==> config.mk <==
export PLATFORM = sky130hd
export DESIGN_NAME = pm_cfg
export DESIGN_NICKNAME = d
export VERILOG_FILES = /design/src/pm_cfg_pkg.sv /design/src/phase_timer.sv /design/src/pm_cfg.sv
export VERILOG_INCLUDE_DIRS = /design/src
export SDC_FILE = /design/constraint.sdc
export NUM_CORES = 1
export LEC_CHECK = 0
export ABC_AREA = 1
export BUFFER_PORTS_ARGS = -buffer_cell sky130_fd_sc_hd__clkbuf_2
export CORE_MARGIN = 2
export CORE_UTILIZATION = 30
export CTS_CLUSTER_SIZE = 20
export DETAILED_ROUTE_END_ITERATION = 10
export PLACE_DENSITY_LB_ADDON = 0.3
export SYNTH_ARGS = -nofsm -noshare
export SYNTH_HDL_FRONTEND = slang
export SYNTH_HIERARCHICAL = 1
export SYNTH_SLANG_ARGS = --single-unit
export TNS_END_PERCENT = 30
==> constraint.sdc <==
create_clock -name clk -period 2 [get_ports clk]
set_input_delay 0.4 -clock clk [delete_from_list [all_inputs] [get_ports clk]]
set_output_delay 0.4 -clock clk [all_outputs]
set_load 0.02 [all_outputs]
==> src/pm_cfg_map.svh <==
/*
  register offsets, field positions, reset values and timing counts for the
  bios timer decode and stop-clock control block.
  assumes: included by the package and the port checker, bare name.
*/
`ifndef PM_CFG_MAP_SVH
`define PM_CFG_MAP_SVH

// register offsets (byte addresses on the plain register port)
`define OFF_BIOS_TIMER_IO_BASE     8'h80
`define OFF_POWER_MGMT_CONTROL     8'ha0
`define OFF_IDLE_TIMER_RELOAD      8'ha8
`define OFF_SCALE_HIGH_TIME        8'hb0
`define OFF_SCALE_LOW_TIME         8'hb4
`define OFF_IRQ_STATUS             8'hc0
`define OFF_IRQ_MASK               8'hc4

// reset values
`define RST_BIOS_TIMER_IO_BASE     16'h0078
`define RST_POWER_MGMT_CONTROL     8'h08
`define RST_IDLE_TIMER_RELOAD      8'h0f
`define RST_SCALE_TIME             16'h0010

// writable bit masks, reserved bits read zero
`define MASK_BIOS_TIMER_IO_BASE    16'hfffd
`define MASK_POWER_MGMT_CONTROL    8'h4f

// power_mgmt_control fields, and the access enable bit 0 of bios_timer_io_base
`define BIT_MGMT_INTERRUPT_GATE    0
`define BIT_STOP_CLOCK_OUT_EN      1
`define BIT_STOP_CLOCK_SCALE_EN    2
`define BIT_IDLE_TIMER_FREEZE      3
`define BIT_STOP_GRANT_WAIT_DIS    6
`define BIT_ACCESS_ENABLE          0

// irq status bits
`define IRQ_IDLE_EXPIRE            0
`define IRQ_STOP_CLOCK_ASSERT      1
`define IRQ_STOP_CLOCK_RELEASE     2
`define IRQ_WIDTH                  3

// one minute and the 250 MHz clock period, in ns
`define MINUTE_NS                  64'd60000000000
`define CLK_PERIOD_NS              64'd4

`endif

==> src/pm_cfg_pkg.sv <==
/*
  types for the bios timer decode and stop-clock control block.
  assumes: pm_cfg_map.svh is available on the include path.
*/
package pm_cfg_pkg;
  `include "pm_cfg_map.svh"

  // one register port request
  typedef struct packed {
    logic [7:0]  addr;
    logic [15:0] wdata;
    logic        wr;
    logic        rd;
  } reg_req_type;

  // one host io cycle seen by the decoder
  typedef struct packed {
    logic [15:0] addr;
    logic        io_cycle;
  } io_probe_type;

  // stop-clock output sequencer states
  typedef enum logic [3:0] {
    clk_run   = 4'b0001,
    clk_stop  = 4'b0010,
    clk_grant = 4'b0100,
    clk_high  = 4'b1000
  } stop_state_type;
endpackage : pm_cfg_pkg

==> src/phase_timer.sv <==
/*
  reloadable down counter with a terminal pulse.
  assumes: single clock, synchronous active-low reset.
*/
`timescale 1ns/1ps
module phase_timer
  import pm_cfg_pkg::*;
#(
  parameter int W = 16
) (
  input  wire logic         clk,    // block clock
  input  wire logic         rst_b,  // sync reset, low active
  input  wire logic         load,   // load start value
  input  wire logic [W-1:0] start,  // start value
  input  wire logic         run,    // count enable
  output logic              done    // pulse on reaching zero
);
  logic [W-1:0] count;

  // count down while run, report the step into zero
  always_ff @(posedge clk) begin
    if (!rst_b) begin
      count <= '0;
      done  <= 1'b0;
    end else if (load) begin
      count <= start;
      done  <= 1'b0;
    end else if (run && count != '0) begin
      count <= count - W'(1);
      done  <= (count == W'(1));
    end else begin
      done  <= 1'b0;
    end
  end
endmodule : phase_timer

==> src/pm_cfg.sv <==
/*
  bios timer i/o decode and cpu stop-clock power management control.
  assumes: plain register port from host logic on clk; io probe, command port
  strobes and stop-grant arrive from pins and are synchronised here.
*/
// The strobed register port was left to the implementer.
`timescale 1ns/1ps
//
// Operation
// - bios timer decoded where base bits 15:2 equal io address 15:2.
// - bios timer decode only while access enable bit 0 is set; resets clear.
// - bit 6 clear waits for stop grant before releasing stop clock.
// - freeze bit 3 halts the idle timer, no time-out.
// - scaling and enable both set time high/low phases from scaling timers.
// - scaling bit clear means no scaling control of stop clock.
// - enable set plus command port read asserts stop clock low.
// - enable clear holds stop clock high, except while waiting for stop grant with bit 6 clear.
// - enable cleared by writing zero or any command port write.
// - gate bit 0 clear masks management interrupt; set lets pending assert.
// - idle timer counts minutes; at zero raises interrupt and reloads.
module pm_cfg
  import pm_cfg_pkg::*;
#(
  parameter longint MINUTE_CYCLES = `MINUTE_NS / `CLK_PERIOD_NS
) (
  input  wire logic        clk,               // 250 MHz block clock
  input  wire logic        rst_b,             // sync reset, low active
  input  wire logic [7:0]  reg_addr,          // register byte address
  input  wire logic [15:0] reg_wdata,         // register write data
  input  wire logic        reg_wr,            // write strobe
  input  wire logic        reg_rd,            // read strobe
  output logic      [15:0] reg_rdata,         // read data, cycle after strobe
  input  wire logic [15:0] io_addr,           // host io address pins
  input  wire logic        io_cycle,          // host io cycle valid pin
  output logic             bios_timer_hit,    // decode hit for bios timer
  input  wire logic        cmd_port_rd,       // command port read pin
  input  wire logic        cmd_port_wr,       // command port write pin
  input  wire logic        stop_grant,        // stop grant cycle seen pin
  input  wire logic        wake_event,        // break event pin
  output logic             cpu_stop_clock_n,  // stop clock to cpu, low active
  output logic             mgmt_interrupt_n,  // management interrupt, low active
  output logic             irq                // level interrupt to software
);
  localparam longint MIN_CNT = (MINUTE_CYCLES < 1) ? 1 : MINUTE_CYCLES;

  reg_req_type     req;
  io_probe_type    probe;
  stop_state_type  state;
  stop_state_type  next_state;

  logic [15:0] bios_timer_io_base;
  logic [7:0]  power_mgmt_control;
  logic [7:0]  idle_timer_reload;
  logic [15:0] scale_high_time;
  logic [15:0] scale_low_time;
  logic [`IRQ_WIDTH-1:0] irq_status;
  logic [`IRQ_WIDTH-1:0] irq_mask;
  logic [`IRQ_WIDTH-1:0] irq_event;
  logic [7:0]  idle_count;
  logic [35:0] minute_count;
  logic        mgmt_pending;
  logic        idle_expire;

  // synchroniser stages for pin inputs
  logic [16:0] io_s1, io_s2;
  logic [3:0]  pin_s1, pin_s2, pin_s3;
  logic        cmd_rd_pulse, cmd_wr_pulse, grant_pulse, wake_pulse;

  // register port bundling
  assign req = '{addr: reg_addr, wdata: reg_wdata, wr: reg_wr, rd: reg_rd};

  // two flops on every pin input, third stage for edge detection
  always_ff @(posedge clk) begin
    if (!rst_b) begin
      io_s1  <= 17'h00000;
      io_s2  <= 17'h00000;
      pin_s1 <= 4'h0;
      pin_s2 <= 4'h0;
      pin_s3 <= 4'h0;
    end else begin
      io_s1  <= {io_cycle, io_addr};
      io_s2  <= io_s1;
      pin_s1 <= {wake_event, stop_grant, cmd_port_wr, cmd_port_rd};
      pin_s2 <= pin_s1;
      pin_s3 <= pin_s2;
    end
  end

  // rising edges of synchronised strobes
  assign cmd_rd_pulse = pin_s2[0] & ~pin_s3[0];
  assign cmd_wr_pulse = pin_s2[1] & ~pin_s3[1];
  assign grant_pulse  = pin_s2[2] & ~pin_s3[2];
  assign wake_pulse   = pin_s2[3] & ~pin_s3[3];
  assign probe        = '{addr: io_s2[15:0], io_cycle: io_s2[16]};

  // bios timer base register
  always_ff @(posedge clk) begin
    if (!rst_b) begin
      bios_timer_io_base <= `RST_BIOS_TIMER_IO_BASE;
    end else if (req.wr && req.addr == `OFF_BIOS_TIMER_IO_BASE) begin
      bios_timer_io_base <= req.wdata & `MASK_BIOS_TIMER_IO_BASE;
    end
  end

  // bios timer decode, registered
  always_ff @(posedge clk) begin
    if (!rst_b) begin
      bios_timer_hit <= 1'b0;
    end else begin
      bios_timer_hit <= probe.io_cycle
                        && bios_timer_io_base[`BIT_ACCESS_ENABLE]
                        && (probe.addr[15:2] == bios_timer_io_base[15:2]);
    end
  end

  // power management control register
  always_ff @(posedge clk) begin
    if (!rst_b) begin
      power_mgmt_control <= `RST_POWER_MGMT_CONTROL;
    end else begin
      if (req.wr && req.addr == `OFF_POWER_MGMT_CONTROL) begin
        power_mgmt_control <= req.wdata[7:0] & `MASK_POWER_MGMT_CONTROL;
      end
      if (cmd_wr_pulse) begin
        power_mgmt_control[`BIT_STOP_CLOCK_OUT_EN] <= 1'b0;
      end
    end
  end

  // idle reload and scaling timer registers
  always_ff @(posedge clk) begin
    if (!rst_b) begin
      idle_timer_reload <= `RST_IDLE_TIMER_RELOAD;
      scale_high_time   <= `RST_SCALE_TIME;
      scale_low_time    <= `RST_SCALE_TIME;
    end else if (req.wr) begin
      if (req.addr == `OFF_IDLE_TIMER_RELOAD) begin
        idle_timer_reload <= req.wdata[7:0];
      end
      if (req.addr == `OFF_SCALE_HIGH_TIME) begin
        scale_high_time <= req.wdata;
      end
      if (req.addr == `OFF_SCALE_LOW_TIME) begin
        scale_low_time <= req.wdata;
      end
    end
  end

  // minute prescaler, halted while frozen
  always_ff @(posedge clk) begin
    if (!rst_b) begin
      minute_count <= 36'h000000000;
    end else if (power_mgmt_control[`BIT_IDLE_TIMER_FREEZE]) begin
      minute_count <= minute_count;
    end else if (minute_count >= 36'(MIN_CNT - 1)) begin
      minute_count <= 36'h000000000;
    end else begin
      minute_count <= minute_count + 36'h000000001;
    end
  end

  // idle timer: one step per minute, reload and flag at zero
  always_ff @(posedge clk) begin
    if (!rst_b) begin
      idle_count  <= `RST_IDLE_TIMER_RELOAD;
      idle_expire <= 1'b0;
    end else begin
      idle_expire <= 1'b0;
      if (!power_mgmt_control[`BIT_IDLE_TIMER_FREEZE]
          && minute_count == 36'(MIN_CNT - 1)) begin
        if (idle_count <= 8'h01) begin
          idle_count  <= idle_timer_reload;
          idle_expire <= 1'b1;
        end else begin
          idle_count <= idle_count - 8'h01;
        end
      end
    end
  end

  // management interrupt pending latch, cleared by command port write
  always_ff @(posedge clk) begin
    if (!rst_b) begin
      mgmt_pending <= 1'b0;
    end else if (idle_expire) begin
      mgmt_pending <= 1'b1;
    end else if (cmd_wr_pulse) begin
      mgmt_pending <= 1'b0;
    end
  end

  // management interrupt pin, gated
  always_ff @(posedge clk) begin
    if (!rst_b) begin
      mgmt_interrupt_n <= 1'b1;
    end else begin
      mgmt_interrupt_n <= ~(mgmt_pending
                            & power_mgmt_control[`BIT_MGMT_INTERRUPT_GATE]);
    end
  end

  // scaling phase timers
  logic high_done, low_done, high_load, low_load;
  logic scaling;
  assign scaling = power_mgmt_control[`BIT_STOP_CLOCK_SCALE_EN]
                   & power_mgmt_control[`BIT_STOP_CLOCK_OUT_EN];

  phase_timer #(.W(16)) low_timer (
    .clk   (clk),
    .rst_b (rst_b),
    .load  (low_load),
    .start (scale_low_time),
    .run   (state == clk_stop && scaling),
    .done  (low_done)
  );

  phase_timer #(.W(16)) high_timer (
    .clk   (clk),
    .rst_b (rst_b),
    .load  (high_load),
    .start (scale_high_time),
    .run   (state == clk_high),
    .done  (high_done)
  );

  // stop clock sequencer next state
  always_comb begin
    next_state = state;
    low_load   = 1'b0;
    high_load  = 1'b0;
    case (state)
      clk_run: begin
        if (power_mgmt_control[`BIT_STOP_CLOCK_OUT_EN] && cmd_rd_pulse) begin
          next_state = clk_stop;
          low_load   = 1'b1;
        end
      end
      clk_stop: begin
        if (!power_mgmt_control[`BIT_STOP_CLOCK_OUT_EN] || wake_pulse
            || (scaling && low_done)) begin
          next_state = power_mgmt_control[`BIT_STOP_GRANT_WAIT_DIS]
                       ? clk_high : clk_grant;
          high_load  = 1'b1;
        end
      end
      clk_grant: begin
        if (grant_pulse) begin
          next_state = clk_high;
          high_load  = 1'b1;
        end
      end
      clk_high: begin
        if (!scaling) begin
          next_state = clk_run;
        end else if (high_done) begin
          next_state = clk_stop;
          low_load   = 1'b1;
        end
      end
      default: next_state = clk_run;
    endcase
  end

  // sequencer state
  always_ff @(posedge clk) begin
    if (!rst_b) begin
      state <= clk_run;
    end else begin
      state <= next_state;
    end
  end

  // stop clock pin, low in stop and grant-wait phases
  always_ff @(posedge clk) begin
    if (!rst_b) begin
      cpu_stop_clock_n <= 1'b1;
    end else if (!power_mgmt_control[`BIT_STOP_CLOCK_OUT_EN]
                 && next_state != clk_grant && next_state != clk_stop) begin
      cpu_stop_clock_n <= 1'b1;
    end else begin
      cpu_stop_clock_n <= ~(next_state == clk_stop || next_state == clk_grant);
    end
  end

  // interrupt events
  assign irq_event[`IRQ_IDLE_EXPIRE]        = idle_expire;
  assign irq_event[`IRQ_STOP_CLOCK_ASSERT]  = (state != clk_stop) && (next_state == clk_stop);
  assign irq_event[`IRQ_STOP_CLOCK_RELEASE] = (state == clk_grant) && (next_state == clk_high)
                                              || (state == clk_stop && next_state == clk_high);

  // sticky status, write one to clear, set wins over clear
  always_ff @(posedge clk) begin
    if (!rst_b) begin
      irq_status <= '0;
    end else if (req.wr && req.addr == `OFF_IRQ_STATUS) begin
      irq_status <= (irq_status & ~req.wdata[`IRQ_WIDTH-1:0]) | irq_event;
    end else begin
      irq_status <= irq_status | irq_event;
    end
  end

  // interrupt mask
  always_ff @(posedge clk) begin
    if (!rst_b) begin
      irq_mask <= '0;
    end else if (req.wr && req.addr == `OFF_IRQ_MASK) begin
      irq_mask <= req.wdata[`IRQ_WIDTH-1:0];
    end
  end

  assign irq = |(irq_status & irq_mask);

  // read data, one cycle after the strobe, zero otherwise
  always_ff @(posedge clk) begin
    if (!rst_b) begin
      reg_rdata <= 16'h0000;
    end else if (req.rd) begin
      case (req.addr)
        `OFF_BIOS_TIMER_IO_BASE: reg_rdata <= bios_timer_io_base;
        `OFF_POWER_MGMT_CONTROL: reg_rdata <= {8'h00, power_mgmt_control};
        `OFF_IDLE_TIMER_RELOAD:  reg_rdata <= {8'h00, idle_timer_reload};
        `OFF_SCALE_HIGH_TIME:    reg_rdata <= scale_high_time;
        `OFF_SCALE_LOW_TIME:     reg_rdata <= scale_low_time;
        `OFF_IRQ_STATUS:         reg_rdata <= {13'h0000, irq_status};
        `OFF_IRQ_MASK:           reg_rdata <= {13'h0000, irq_mask};
        default:                 reg_rdata <= 16'h0000;
      endcase
    end else begin
      reg_rdata <= 16'h0000;
    end
  end
endmodule : pm_cfg

## Yosys cells after proc, flatten, opt, wreduce, memory -nomap -nowiden

Cells that the tools add are included.

| word-level totals | value |
|---|---|
| output and inout bits | 20 |
| register bits | 215 |
| input bits | 49 |

| cells by class | value |
|---|---|
| equality and inequality tests | 21 |
| reductions and logical operators | 38 |
| bitwise gates (word level) | 20 |
| add/sub/neg operators | 4 |
| magnitude comparators | 2 |
| multiplexer cells | 25 |

Operator list:

| cell | count |
|---|---|
| one-hot mux 16 bit (7 select lines) | 1 |
| two-way mux 16 bit | 4 |
| equality test 8 bit, second input constant | 7 |
| adder 36 x 1 -> 36 bit, second input constant | 1 |
| equality test 36 x 34 -> 1 bit, second input constant | 1 |
| >= comparator 36 x 34 -> 1 bit, second input constant | 1 |
| two-way mux 36 bit | 1 |
| equality test 16 x 1 -> 1 bit, second input constant | 2 |
| nonzero test 16 bit | 2 |
| subtractor 16 x 1 -> 16 bit, second input constant | 2 |
| two-way mux 4 bit | 6 |
| logical AND 1 bit | 17 |
| one-hot mux 4 bit (4 select lines) | 1 |
| equality test 14 bit | 1 |
| AND reduction 2 bit | 5 |
| NOT 1 bit | 9 |
| OR reduction 3 bit | 3 |
| equality test 4 x 2 -> 1 bit, second input constant | 2 |
| equality test 4 x 3 -> 1 bit, second input constant | 2 |
| equality test 4 bit, second input constant | 2 |
| <= comparator 8 x 1 -> 1 bit, second input constant | 1 |
| two-way mux 1 bit | 8 |
| two-way mux 8 bit | 1 |
| != test 4 x 2 -> 1 bit, second input constant | 2 |
| other kinds (13) | 28 |

## Longest topological paths before layout

| depth | value |
|---|---|
| depth after elaboration | 11 |
| gate-level depth with buffers | 13 |
| depth with buffers taken out | 12 |

## Cells and area by module

The synthesis kept the hierarchy.

Modules (own cells, without submodules):

| module | area each (sq um) | cells each | sequential area each (sq um) | instances |
|---|---|---|---|---|
| pm_cfg | 7851.3 | 1073 | 3543.4 | 1 |
| phase_timer | 1231.2 | 204 | 340.3 | 2 |

## Least setup slack after synthesis

OpenSTA, ideal clock, no wires.

| timing path | value |
|---|---|
| path kind | reg2reg |
| from | register state[0] |
| to | register low_timer.count[12] |
| required time | 1.883 ns |
| period minus slack after synthesis | 2.167 ns |
| setup time | 0.117 ns |
| setup slack | -0.167 ns |
| stages on the path, launching flop included | 13 |
| data arrival time | 2.050 ns |
| cell sequence | dfxtp_1 -> nor2_1 -> inv_1 -> nor3_1 -> nand3_1 -> nand2_1 -> buf_2 -> inv_1 -> clkbuf_1 -> nand3_1 -> nand2_1 -> a21oi_1 -> nor2_1 |

RTL lines:

| element | line | source |
|---|---|---|
| start, declared | pm_cfg.sv:48 | `stop_state_type state;` |
| start signal, assigned | pm_cfg.sv:267 | `state <= clk_run;` |
| start signal, assigned | pm_cfg.sv:269 | `state <= next_state;` |
| equality test 4 bit / equality test 4 x 1 -> 1 bit (equally long branches) | pm_cfg.sv:231 | `case (state)` |
| one-hot mux 1 bit (2 select lines) (*) | pm_cfg.sv:231 |  |
| net low_load | pm_cfg.sv:203 | `logic high_done, low_done, high_load, low_load;` |
| two-way mux 16 bit / nonzero test 2 bit (equally long branches) | - |  |
| end signal, assigned | phase_timer.sv:26 | `count <= start;` |
| end signal, assigned | phase_timer.sv:29 | `count <= count - W'(1);` |
| end, declared | phase_timer.sv:18 | `logic [W-1:0] count;` |

The timed path passes the listed nets; every way through them passes the cells marked *.
A chain may end at the register's enable or synchronous reset.

## Worst setup path in the final report

| timing path | value |
|---|---|
| from | register high_timer.count[0] |
| to | register high_timer.count[7] |

| on the way | value |
|---|---|
| longest elaborated chain between the ends | 3 |

RTL lines:

| element | line | source |
|---|---|---|
| start, declared | phase_timer.sv:18 |  |
| start signal, assigned | phase_timer.sv:26 |  |
| start signal, assigned | phase_timer.sv:29 |  |
| subtractor 16 x 1 -> 16 bit / nonzero test 16 bit (equally long branches) | phase_timer.sv:29, phase_timer.sv:28 |  |
| two-way mux 16 bit / logical AND 1 bit (equally long branches) | phase_timer.sv:28 | `end else if (run && count != '0) begin` |
| two-way mux 16 bit / nonzero test 2 bit (equally long branches) | - |  |

Parallel ways exist; a longest one is shown, timed or not. The select of a mux whose other input is x is not followed.

==> results_dict.tcl <==
set metrics [dict create \
    status "finished clean" \
    start_util_pct 30.60 \
    cts.root.buffer_cell "clkbuf_16" \
    reg2reg_depth 10 \
    die_x_um 189.4 \
    cts_hold_repair.buffers 0 \
    cp.required_ns 2.48 \
    cp_max_fo 12 \
    clock-sinks 211 \
    path_clk_slew_ns 0.06 \
    seq_power_share_pct 45.8 \
    synth_ff_type "dfxtp_1" \
    fin_ws_ns 0.1629 \
    ir_drop_mv 0.6436 \
    finalNonFillerCells 2040 \
    power_frac_clock_pct 51.2 \
    cts_tree "built" \
    netlist_instances 1481 \
    synthTopCellsByArea "dfxtp_1 41%, nand2_1 13%, inv_1 7.1%" \
    grt_pass1_wl_um 45430 \
    criticalPathCategory "reg -> reg" \
    clk_latency_ns 0.53 \
    dp_hpwl_um 21250 \
    rsz0062_at_grt "true" \
    grt_pass1_vias 8624 \
    num_vias 9273 \
    yosysUniqueCellTypes 44 \
    synth_nets 1537 \
    p_switching_mw 2.036 \
    synth_largest_area_cell "dfxtp_1" \
    async_reset_ff_share_pct 0 \
    synth_most_common_cell "nand2_1" \
    num_rows 67 \
    port_buffers 66 \
    routabilityCongestion 0.8630 \
    min_path_type "in -> reg" \
    synth_edf_count 0 \
    start_kind "register" \
    syn_area_per_cell_um2 6.964 \
    num_io_pins 69 \
    fillers 3624 \
    die_area_um2 35880 \
    combPwrFrac_pct 3.0 \
    yosysWarnings 6 \
    arrival_ns 2.31 \
    synth_top_area_share_pct 40.96 \
    final_nets 1629 \
    cts_buffers 26 \
    wl_per_cell_um 13.76 \
    drive_gt1_share_pct 15.70 \
    first_pass_iters 5 \
    drv_cap 0 \
    min_period_ns 1.837 \
    dpl-instance-area_um2 11210 \
    place_ws_ns -0.001354 \
    grt_usage_pct 15.54 \
    syn_to_final_growth_pct 17.72 \
    internal_power_mw 7.266 \
    finalHoldViolCount 0 \
    die_y_um 189.4 \
    relSlewSlack_pct 57.62 \
    ys_top_cells_by_count "359 x nand2_1, 211 x dfxtp_1, 196 x inv_1, 185 x nor2_1, 89 x o21ai_0" \
    antenna_found_initial 2 \
    dp_cells 1988 \
    drtIter0Drc 534 \
    worstMarginPinSlew_ns 0.6350 \
    skew_ns 0.009920 \
    setup_violations 0 \
    synth_area_um2 10310 \
    core_um2 33700 \
    final.period_utilization_pct 91.85 \
    hold_depth 3 \
    power_density_nw_per_um2 766.2 \
    ys_ff_latch 211 \
    fmax_ghz 0.5443 \
    drc 0 \
    design_area_um2 12140 \
    seq_area_frac_synth_pct 40.96 \
    maxSlewViolCount 0 \
    sw_frac_of_total_pct 21.89 \
    finalPower_mw 9.303 \
    htreeDepth 1 \
    viasPerCell 4.546 \
    cts_buffer_depth 3 \
    antenna_left 0 \
    drt_wl_total_um 28070 \
    n_antenna_cell 0 \
    grt_overflow_total 0 \
    leakage_nw 5.651 \
    grt_max_degree 33 \
    critical_path.endpoint_type "register" \
]
[registers in the layout, indices dropped and copies added (netlist names), 3 cells and up]
| name | cells |
|---|---|
| high_timer/count | 16 |
| idle_timer_reload | 8 |
| minute_count | 36 |
| irq_mask | 3 |
| irq_status | 3 |
| io_s1 | 15 |
| power_mgmt_control | 5 |
| reg_rdata | 16 |
| state | 4 |
| pin_s2 | 4 |
| bios_timer_io_base | 15 |
| scale_high_time | 16 |
| idle_count | 8 |
| pin_s3 | 4 |
| io_s2 | 15 |
| low_timer/count | 16 |
| pin_s1 | 4 |
| scale_low_time | 16 |
[worst paths after layout]
check | startpoint | end | slack (ns)
worst max-delay path | high_timer/count[0]$_SDFFE_PN0P_ | high_timer/count[7]$_SDFFE_PN0P_ | 0.16
worst max register to register | high_timer/count[0]$_SDFFE_PN0P_ | high_timer/count[7]$_SDFFE_PN0P_ | 0.16
worst min-delay path | io_addr[7] | io_s1[7]$_SDFF_PN0_ | 0.06
worst min register to register | io_s1[9]$_SDFF_PN0_ | io_s2[9]$_SDFF_PN0_ | 0.41
[power by group through the flow]
stage | clock, mW | sequential (mW) | combinational (mW)
CTS | 4.89 | 4.26 | 0.283
finish | 4.76 | 4.26 | 0.279
detailed placement | 0 | 4.35 | 0.282
floorplan | 0 | 4.35 | 0.162
global placement | 0 | 4.35 | 0.282
global route | 5.08 | 4.26 | 0.313
[layer usage]
metal / global-route usage [%] / part of all wire, %
met5: 0 / 0.093
met4: 3.787 / 1.9
met3: 2.410 / 4.6
met2: 24.96 / 45
met1: 21.79 / 48
[critical path, cell delays in order, from the launching register on]
cell and delay, ns:
dfxtp_1 0.33, inv_1 0.11, ha_1 0.26, nand2_4 0.10, nor2_4 0.20, nand2_2 0.10
nand2_4 0.16, nand2_2 0.20, o21ai_0 0.21, nand2_1 0.07, nand2_1 0.06
[stage by stage]
| stage | util [%] | setup TNS [ns] | hold slack [ns] |
|---|---|---|---|
| after floorplan | - | 0 | 0.3777 |
| after global placement | 33.26 | 0 | 0.4008 |
| after detailed placement | 33.26 | -0.001354 | 0.3978 |
| after CTS | 35.87 | 0 | 0.03475 |
| after global routing | 36.03 | -0.007944 | 0.04171 |
| final | 36.03 | 0 | 0.05821 |
[cells in the final DEF (no fill, tap or decap), drive strengths merged, types with 2 or more instances in the layout]
master and n:
o21ai 100, nand2 375, a221oi 2, clkinvlp 3
nor3 30, xnor2 10, nor4 2, bufinv 2
o211ai 9, a21boi 2, clkbuf 102, buf 42
a211oi 2, clkinv 7, o22ai 12, a21oi 69
ha 7, o21bai 2, nor2 233, nand4 25
inv 205, o221ai 5, nand3 84, xor2 34
or2 7, nand3b 4, a31oi 3, dfxtp 211
[layout make-up]
class,count,area [um^2],share of cell area (%)
Tap cell,448,560.5,4.617
Sequential cell,211,4225,34.80
Clock inverter,11,110.1,0.9068
Timing Repair Buffer,108,658.1,5.420
Clock buffer,36,769.5,6.338
Inverter,206,782.0,6.441
Multi-Input combinational cell,1020,5036,41.48
[cell families (layout without fill, tap and decap cells)]
family,Yosys count,after routing,synth area share (%)
AOI/OAI and AO/OA,207,207,11.03
and+or+nand+nor,761,761,32.95
DFF,211,211,40.96
xor gates and xnor gates,44,44,3.737
adders and majority gates,7,7,0.8492
muxes,1,1,0.09706
buffers and inverters,250,361,10.38
[repair_timing]
| item | in CTS | in global routing |
|---|---|---|
| resized for setup | 0 | 6 |
| endpoints found under the setup margin | 0 | 44 |
| buffers inserted | 0 | 5 |
Note: power is estimated with default switching activity, not from simulation.
